--- src/verilog/ascii_frame_pkg.sv ---
// Types and character helpers shared by the ASCII drive frame checker.
package ascii_frame_pkg;

    typedef enum logic [1:0] {
        CLS_STD  = 2'h0,
        CLS_SEL  = 2'h1,
        CLS_POLL = 2'h2,
        CLS_BAD  = 2'h3
    } cmd_cls_t;

    typedef enum logic [1:0] {
        TX_IDLE = 2'h0,
        TX_BODY = 2'h1,
        TX_SUM  = 2'h3,
        TX_LAST = 2'h2
    } tx_state_t;

    typedef struct packed {
        logic [7:0]  cmd;
        logic [7:0]  grp;
        logic [15:0] num;
        logic [15:0] data;
    } req_t;

    // Digits above nine always come out as upper-case letters.
    function automatic logic [7:0] hex_ascii(input logic [3:0] n);
        hex_ascii = (n < 4'hA) ? (8'h30 + {4'h0, n}) : (8'h37 + {4'h0, n});
    endfunction

    function automatic logic [3:0] hex_val(input logic [7:0] c);
        hex_val = (c >= 8'h41) ? 4'(c[3:0] + 4'h9) : c[3:0];
    endfunction

    function automatic cmd_cls_t classify(input logic [7:0] c);
        case (c)
            8'h52, 8'h57, 8'h41, 8'h45:        classify = CLS_STD;
            8'h61, 8'h65, 8'h66, 8'h6D:        classify = CLS_SEL;
            8'h67, 8'h68, 8'h69, 8'h6A, 8'h6B: classify = CLS_POLL;
            default:                           classify = CLS_BAD;
        endcase
    endfunction

endpackage

--- src/verilog/checksum_hex_pair.sv ---
// Running byte checksum with its low byte presented as two ASCII hex digits.
module checksum_hex_pair
    import ascii_frame_pkg::*;
(
    // Clock and control
    input  wire logic       sys_clk_i,
    input  wire logic       sys_rst_i,
    input  wire logic       ce_i,
    // Accumulation
    input  wire logic       clr_i,
    input  wire logic       add_i,
    input  wire logic [7:0] byte_i,
    // Digits of the sum including this cycle's byte
    output logic      [7:0] hi_o,
    output logic      [7:0] lo_o
);

    logic [7:0] sum_r;
    logic [7:0] sum_nxt;

    // Only the low byte of the sum is kept; carries fall off.
    always_comb begin
        sum_nxt = sum_r;
        if (clr_i) begin
            sum_nxt = 8'h00;
        end else if (add_i) begin
            sum_nxt = 8'(sum_r + byte_i);
        end
        hi_o = hex_ascii(sum_nxt[7:4]);
        lo_o = hex_ascii(sum_nxt[3:0]);
    end

    always_ff @(posedge sys_clk_i) begin
        if (sys_rst_i) begin
            sum_r <= 8'h00;
        end else if (ce_i) begin
            sum_r <= sum_nxt;
        end
    end

endmodule

--- config.mk ---
export PLATFORM = sky130hd
export DESIGN_NAME = checksum_hex_pair
export DESIGN_NICKNAME = d
export VERILOG_FILES = /design/src/verilog/ascii_frame_pkg.sv /design/src/verilog/checksum_hex_pair.sv
export SDC_FILE = /design/constraint.sdc
export NUM_CORES = 1
export LEC_CHECK = 0
export BUFFER_PORTS_ARGS = -buffer_cell sky130_fd_sc_hd__buf_2
export CELL_PAD_IN_SITES_DETAIL_PLACEMENT = 2
export CELL_PAD_IN_SITES_GLOBAL_PLACEMENT = 2
export CORE_ASPECT_RATIO = 0.8
export CORE_UTILIZATION = 30
export CTS_CLUSTER_DIAMETER = 120
export DETAILED_ROUTE_END_ITERATION = 12
export GPL_TIMING_DRIVEN = 0
export PLACE_DENSITY = 0.94
export RECOVER_POWER = 25
export SYNTH_ARGS = -nofsm -noshare
export SYNTH_HDL_FRONTEND = slang
export SYNTH_SLANG_ARGS = --single-unit
--- constraint.sdc ---
create_clock -name sys_clk_i -period 6.39 [get_ports sys_clk_i]
set_input_delay 0.639 -clock sys_clk_i [delete_from_list [all_inputs] [get_ports sys_clk_i]]
set_output_delay 0.639 -clock sys_clk_i [all_outputs]
set_load 0.01 [all_outputs]
==> results.sh, run 1 <==
export IMPL_outcome="completed"
export IMPL_period_needed_ns=3.68
export IMPL_rrSetupSlack_ns=4.03
export IMPL_num_vias=1079
export IMPL_io_buffers=23
export IMPL_cp_cell_sequence="buf_2 -> ha_1 -> inv_1 -> fa_1 -> nor2b_1 -> o21ai_0 -> a211oi_1 -> o21ai_1 -> ha_1 -> mux2_2 -> a21oi_1 -> buf_2"
export IMPL_crit_slowest_cell="fa_1"
export IMPL_cts_max_level=1
export IMPL_yosysWarnings=0
export IMPL_synth_cells=132
export IMPL_tightest_slew_ns=0.589
export IMPL_power_frac_seq_pct=29.4
export IMPL_r2r_end="sum_r[2]"
export IMPL_drcViolationCount=0
export IMPL_synth_edf_count=0
export IMPL_fin_ws_ns=2.71
export IMPL_synth_ff_latch_count=8
export IMPL_dp_cells=196
export IMPL_die_area_sq_mm=0.00357
export IMPL_layout_cells_non_filler=199
export IMPL_clock_root_buffer="clkbuf_8"
export IMPL_antenna_found_initial=0
export IMPL_ant_nets=0
export IMPL_die_h_um=53.7
export IMPL_grt_start_max_net_pins=11
export IMPL_postCtsResizedCells=0
export IMPL_synthToLayoutAreaGrowth_pct=19.2
export IMPL_skew_ns=0.000936
export IMPL_wirelength_um=3410
export IMPL_finalSetupViolations=0
export IMPL_n_antenna_cell=0
export IMPL_wl_per_cell_um=17.1
export IMPL_viasPerCell=5.42
export IMPL_vdd_ir_drop_max_uv=97.6
export IMPL_cpPeakStageDelay_ns=0.38
export IMPL_hp_class="reg2reg"
export IMPL_fillerInstances=373
export IMPL_holdPathEnd="sum_r[0]"
export IMPL_synth_area_sq_mm=0.00100
export IMPL_syn_area_per_cell_sq_um=7.58
export IMPL_drt_iter0_drc=32
export IMPL_grt_pass1_vias=1084
export IMPL_hold_depth=2
export IMPL_post_route_period_util_pct=57.6
export IMPL_clk_latency_ns=0.23
export IMPL_place_congestion=0.768
export IMPL_largest_reg_flops=8
export IMPL_postCtsSetupRepairBufs=0
export IMPL_core_sq_mm=0.00313
export IMPL_cp_start_kind="input port"
export IMPL_swShare_pct=34.9
export IMPL_drive_gt1_share_pct=22.0
export IMPL_leakagePower_nw=0.537
export IMPL_relSlewSlack_pct=60.5
export IMPL_required_ns=5.75
export IMPL_ys_flop_type="dfxtp_1"
export IMPL_place_ws_ns=2.68
export IMPL_place_hpwl_um=2740
export IMPL_gr_total_overflow=0
export IMPL_ys_async_sr_fraction_pct=0
export IMPL_rsz0062_at_grt="no"
export IMPL_arrival_ns=3.04
export IMPL_grt_total_usage_pct=21.1
export IMPL_rows=18
export IMPL_regMostFlops="sum_r"
export IMPL_final_core_utilization_pct=38.1
export IMPL_ioPinCount=29
export IMPL_hold_start="sum_r[0]"
export IMPL_power_frac_clock_pct=32.4
export IMPL_drv_slew=0
export IMPL_cts_tree="done"
export IMPL_critical_path_top_delay_family="adder cells"
export IMPL_fin_tns_setup_ns=0
export IMPL_power_internal_mw=0.122
export IMPL_end_kind="primary output"
export IMPL_die_w_um=66.6
export IMPL_cts_hold_buf=0
export IMPL_ys_seq_area_share_pct=16.0
export IMPL_cts_clk_slew_worst_paths_ns=0.04
export IMPL_r2r_start="sum_r[0]"
export IMPL_synth_cell_types=42
export IMPL_grt_pass1_wl_um=5510
export IMPL_hold_violations=0
export IMPL_cts_buffers_inserted=3
export IMPL_dr_pass1_iters=4
export IMPL_clock_sinks=8
export IMPL_p_switching_mw=0.0655
export IMPL_initial_core_util_pct=32.0
export IMPL_max_cap_viol_count=0
export IMPL_biggestRegsByFlops="sum_r x8"
export IMPL_power_frac_comb_pct=38.1
export IMPL_critPathMaxFanout=3
export IMPL_path_class="in2out"
export IMPL_reg2reg_depth=9
export IMPL_powerDensity_mw_per_mm2=157
export IMPL_critPathBufInv=3
export IMPL_final_nets=184
export IMPL_timing_fmax_ghz=0.272
export IMPL_cts_buffer_depth=2
-- power by group through the flow --
| stage | Combinational [mW] | Sequential [mW] | Clock, mW |
|---|---|---|---|
| after floorplan | 0.0502 | 0.0546 | 0 |
| after global placement | 0.0669 | 0.0555 | 0 |
| after detailed placement | 0.0727 | 0.0561 | 0 |
| after CTS | 0.0735 | 0.0553 | 0.0634 |
| after global routing | 0.0792 | 0.0556 | 0.0656 |
| final | 0.0716 | 0.0553 | 0.0610 |
-- cell usage in the layout (no fill, tap or decap), types with 2 or more instances in the layout --
master and n:
a211oi_1 3, o21a_1 7, xnor2_1 3, o211ai_1 2
inv_2 3, and3_1 2, a21o_1 2, mux2i_1 7
nor2_1 18, buf_2 23, clkbuf_1 3, a21oi_1 6
nor2b_1 7, dfxtp_1 8, nor3_1 3, nor4b_1 2
conb_1 2, inv_1 8, nand3_1 4, clkbuf_8 3
ha_1 9, buf_4 2, o21ai_1 5, nand2_1 6
a31oi_1 2
-- cells by family (layout without fill, tap and decap cells) --
family	Yosys count	count (layout)	share of synthesized area (%)
other	1	2	0.375
adder cells (fa/ha/maj)	10	10	13.3
buffers and inverters	17	43	7.37
multiplexers	9	9	9.25
AND/OR/NAND/NOR	48	48	26.2
XOR/XNOR	3	3	2.63
flip-flops	8	8	16.0
AO/OA/AOI/OAI	36	36	24.9
-- worst reg2reg max path, cell delays in order, from the launching register on --
cell     delay [ns]
dfxtp_1        0.38
ha_1           0.22
inv_1          0.07
fa_1           0.38
nor2b_1        0.22
nor3_1         0.10
o21ai_1        0.44
nor2_1         0.11
a21oi_1        0.22
nor2_1         0.08
-- synthesized netlist by cell type (4+ instances only) --
master	instances	share of area [%]
inv_1	8	3.0
dfxtp_1	8	16
nand2_1	6	2.2
o21a_1	7	5.2
o21ai_1	5	2.5
nor2b_1	7	4.4
ha_1	9	11
nor2_1	18	6.7
a21oi_1	6	3.0
nand3_1	4	2.0
mux2i_1	7	7.0
-- metrics by stage --
| stage | cell area, sq um | hold WS, ns | power, mW |
|---|---|---|---|
| 2_1_floorplan | 1000 | 0.477 | 0.105 |
| 3_3_place_gp | 1170 | 0.518 | 0.122 |
| 3_5_place_dp | 1170 | 0.585 | 0.129 |
| 4_1_cts | 1210 | 0.595 | 0.192 |
| 5_1_grt | 1190 | 0.624 | 0.200 |
| 6_report | 1190 | 0.590 | 0.188 |
-- layer usage --
layer / global-route usage (%) / part of all wire [%] / vias up
met5: 0 / 0 / -
met4: 6.38 / 1.0 / 0
met3: 1.48 / 1.4 / 5
li1: - / - / 523
met2: 37.4 / 49 / 10
met1: 27.5 / 49 / 541
-- worst max-delay path by stage --
stage,start,depth (start not counted),endpoint
after floorplan,byte_i[0],10,hi_o[1]
after global placement,byte_i[0],12,hi_o[1]
after detailed placement,byte_i[0],12,hi_o[1]
after CTS,byte_i[0],12,hi_o[1]
after global routing,byte_i[0],12,hi_o[1]
final,byte_i[0],12,hi_o[1]
-- final cells by class --
type / count / area (sq um) / area share, %
Buffer: 6 / 31.3 / 2.62
Clock buffer: 3 / 41.3 / 3.46
Inverter: 11 / 41.3 / 3.46
Multi-Input combinational cell: 108 / 756 / 63.3
Sequential cell: 8 / 160 / 13.4
Tap cell: 40 / 50.0 / 4.19
Timing Repair Buffer: 23 / 114 / 9.54
Note: power is estimated with default switching activity, not from simulation.
==> run 2: changes to the inputs <==
--- a/config.mk
+++ b/config.mk
@@ -5,15 +5,16 @@
 export SDC_FILE = /design/constraint.sdc
 export NUM_CORES = 1
 export LEC_CHECK = 0
+export ABC_AREA = 1
 export BUFFER_PORTS_ARGS = -buffer_cell sky130_fd_sc_hd__buf_2
 export CELL_PAD_IN_SITES_DETAIL_PLACEMENT = 2
 export CELL_PAD_IN_SITES_GLOBAL_PLACEMENT = 2
 export CORE_ASPECT_RATIO = 0.8
-export CORE_UTILIZATION = 30
+export CORE_UTILIZATION = 25
 export CTS_CLUSTER_DIAMETER = 120
 export DETAILED_ROUTE_END_ITERATION = 12
 export GPL_TIMING_DRIVEN = 0
-export PLACE_DENSITY = 0.94
+export PLACE_DENSITY = 0.86
 export RECOVER_POWER = 25
 export SYNTH_ARGS = -nofsm -noshare
 export SYNTH_HDL_FRONTEND = slang
==> constraint.sdc (replaced) <==
create_clock -name sys_clk_i -period 3 [get_ports sys_clk_i]
set_input_delay 0.3 -clock sys_clk_i [delete_from_list [all_inputs] [get_ports sys_clk_i]]
set_output_delay 0.3 -clock sys_clk_i [all_outputs]
set_load 0.01 [all_outputs]
==> run 2 against run 1 <==
  * Worst setup slack worse by 2.4 ns
  * Clock power up 110%
  * Final cell count up 24%
  * Sequential cell count unchanged
  * Utilization down 6.6 points
  * Wire length down 5.8%
  * Synthesized area up 8.9%
  * Non-clock buffer count up 1
  * Via count up 2.0%
  * Sequential share of layout area down 1.2 points
  * First-iteration DRC count down 13%
  * Critical endpoint is now hi_o[2]
  * Largest cell class unchanged
==> results.sh, run 2 <==
export IMPL_ioPinCount=29
export IMPL_layout_cells_non_filler=246
export IMPL_period_needed_ns=2.72
export IMPL_r2r_end="sum_r[2]"
export IMPL_clk_latency_ns=0.23
export IMPL_final_cell_mix="nand2_1, buf_2, inv_1, nor2_1, a21oi_1"
export IMPL_drcViolationCount=0
export IMPL_largest_reg_flops=8
export IMPL_holdPathEnd="sum_r[4]"
export IMPL_wirelength_um=3210
export IMPL_die_area_sq_mm=0.00463
export IMPL_drv_slew=0
export IMPL_syn_area_per_cell_sq_um=6.81
export IMPL_path_class="reg2out"
export IMPL_fin_tns_setup_ns=0
export IMPL_hold_violations=0
export IMPL_place_congestion=0.753
export IMPL_rsz0062_at_grt="no"
export IMPL_yosysWarnings=0
export IMPL_skew_ns=0.00315
export IMPL_r2r_start="sum_r[0]"
export IMPL_yosys_area_top_type="dfxtp_1"
export IMPL_ys_flop_type="dfxtp_1"
export IMPL_max_cap_viol_count=0
export IMPL_cp_start_kind="flop"
export IMPL_timing_fmax_ghz=0.367
export IMPL_gr_total_overflow=0
export IMPL_ant_nets=0
export IMPL_num_vias=1101
export IMPL_critPathMaxFanout=4
export IMPL_final_nets=214
export IMPL_end_kind="primary output"
export IMPL_reg2reg_depth=7
export IMPL_synth_edf_count=0
export IMPL_yosysMostFrequentCell="nand2_1"
export IMPL_grt_pass1_wl_um=5360
export IMPL_cts_buffer_depth=2
export IMPL_ys_async_sr_fraction_pct=0
export IMPL_viasPerCell=4.48
export IMPL_place_hpwl_um=2790
export IMPL_grt_total_usage_pct=15.6
export IMPL_wl_per_cell_um=13.1
export IMPL_cts_buffers_inserted=3
export IMPL_hold_start="sys_rst_i"
export IMPL_finalPower_mw=0.464
export IMPL_initial_core_util_pct=26.1
export IMPL_synth_cell_types=36
export IMPL_leakagePower_nw=0.710
export IMPL_clock_root_buffer="clkbuf_8"
export IMPL_cts_clk_slew_worst_paths_ns=0.04
export IMPL_cts_tree="done"
export IMPL_ys_seq_area_share_pct=14.7
export IMPL_n_antenna_cell=0
export IMPL_ys_top_cells_by_count="nand2_1, inv_1, nor2_1"
export IMPL_antenna_found_initial=0
export IMPL_cts_max_level=1
export IMPL_grt_pass1_vias=1127
export IMPL_arrival_ns=2.42
export IMPL_postCtsSetupRepairBufs=0
export IMPL_hp_class="in2reg"
export IMPL_dr_pass1_iters=3
export IMPL_synth_ff_latch_count=8
export IMPL_synth_top_area_share_pct=14.7
export IMPL_die_w_um=75.8
export IMPL_hold_depth=4
export IMPL_drt_iter0_drc=28
export IMPL_regMostFlops="sum_r"
export IMPL_post_route_period_util_pct=90.8
export IMPL_dp_cells=243
export IMPL_layout_commonest_cell="nand2_1"
export IMPL_rrSetupSlack_ns=1.23
export IMPL_synthToLayoutAreaGrowth_pct=20.8
export IMPL_fillerInstances=535
export IMPL_synth_area_sq_mm=0.00109
export IMPL_finalSetupViolations=0
export IMPL_required_ns=2.70
export IMPL_vdd_ir_drop_max_uv=158
export IMPL_drive_gt1_share_pct=33.3
export IMPL_die_h_um=61.1
export IMPL_clock_sinks=8
export IMPL_rows=21
export IMPL_powerDensity_mw_per_mm2=352
export IMPL_outcome="completed"
export IMPL_biggestRegsByFlops="sum_r x8"
export IMPL_core_sq_mm=0.00418
export IMPL_synth_area_top_cells="dfxtp_1, ha_1, nand2_1, nand2_4, inv_1"
export IMPL_io_buffers=25
export IMPL_grt_start_max_net_pins=11
export IMPL_synth_cells=160
==> run 2: cell types whose count changed after synthesis, moves of 3 or more <==
cell     previous run  this run
o21ai_0             1        10
inv_1               8        22
nand2_1             6        29
nand3_2             0         6
nand2_4             0         8
mux2i_1             7         0
xnor2_1             3         0
nor2b_1             7         0
nand3_1             4         7
o21ai_1             5         0
o21a_1              7         1
a21oi_1             6        10
==> run 2: cell families (layout without fill, tap and decap cells) <==
logic type      after synthesis  count (layout)  share of synthesized area [%]
buf+inv                      32              60                           13.2
simple gates                 81              81                           42.6
flops                         8               8                           14.7
fa+ha+maj                    10              10                           12.2
other cells                   1               2                          0.344
xor+xnor                      2               2                           2.30
compound gates               26              26                           14.7
==> run 2: final cells by class <==
type / count / area [sq um] / area share (%)
Clock buffer: 3 / 41.3 / 3.14
Timing Repair Buffer: 25 / 125 / 9.51
Buffer: 5 / 37.5 / 2.85
Tap cell: 57 / 71.3 / 5.42
Sequential cell: 8 / 160 / 12.2
Multi-Input combinational cell: 121 / 774 / 58.8
Inverter: 27 / 106 / 8.08
==> run 2: critical path, stage by stage, from the launching register on <==
cell,delay [ns]
dfxtp_1,0.36
ha_1,0.19
inv_1,0.06
fa_2,0.38
nor2_2,0.15
o21a_1,0.13
o21ai_1,0.10
nand2_2,0.13
ha_1,0.16
inv_1,0.07
a21oi_4,0.15
nand3_1,0.11
nand2_1,0.08
buf_2,0.12
==> run 2: timing repair <==
action	in CTS	in global routing
hold buffers	0	0
endpoints found under the hold margin	0	0
endpoints found under the setup margin	0	4
resized for setup	0	4
==> run 2: how the worst max path moves through the flow <==
stage / start / endpoint / slack [ns] / cells after the start
global route: sum_r[0] / hi_o[2] / 0.07 / 13
finish: sum_r[0] / hi_o[2] / 0.28 / 13
CTS: sum_r[0] / hi_o[2] / 0.04 / 13
detailed placement: byte_i[0] / hi_o[2] / 0.30 / 14
global placement: byte_i[0] / hi_o[4] / 0.36 / 14
floorplan: sum_r[0] / hi_o[4] / 0.79 / 12
==> run 2: routing by layer <==
layer	part of all wire, %	up-vias	global-route usage [%]
met1	50	523	22.0
met3	1.9	4	1.47
li1	-	562	-
met5	0	-	0
met4	1.0	0	4.76
met2	47	12	25.2
==> run 2: metrics by stage <==
step | hold slack, ns | instance area, sq um | worst slack, ns | utilization, %
detailed placement | 0.568 | 1290 | 0.298 | 30.9
global placement | 0.544 | 1290 | 0.364 | 30.9
global route | 0.476 | 1320 | 0.0683 | 31.5
CTS | 0.424 | 1330 | 0.0432 | 31.9
floorplan | 0.490 | 1090 | 0.790 | -
finish | 0.433 | 1320 | 0.277 | 31.5
==> run 2: power breakdown <==
group	switching (mW)	internal, mW
clock	0.0434	0.0870
combinational	0.131	0.0796
sequential	0.00868	0.114
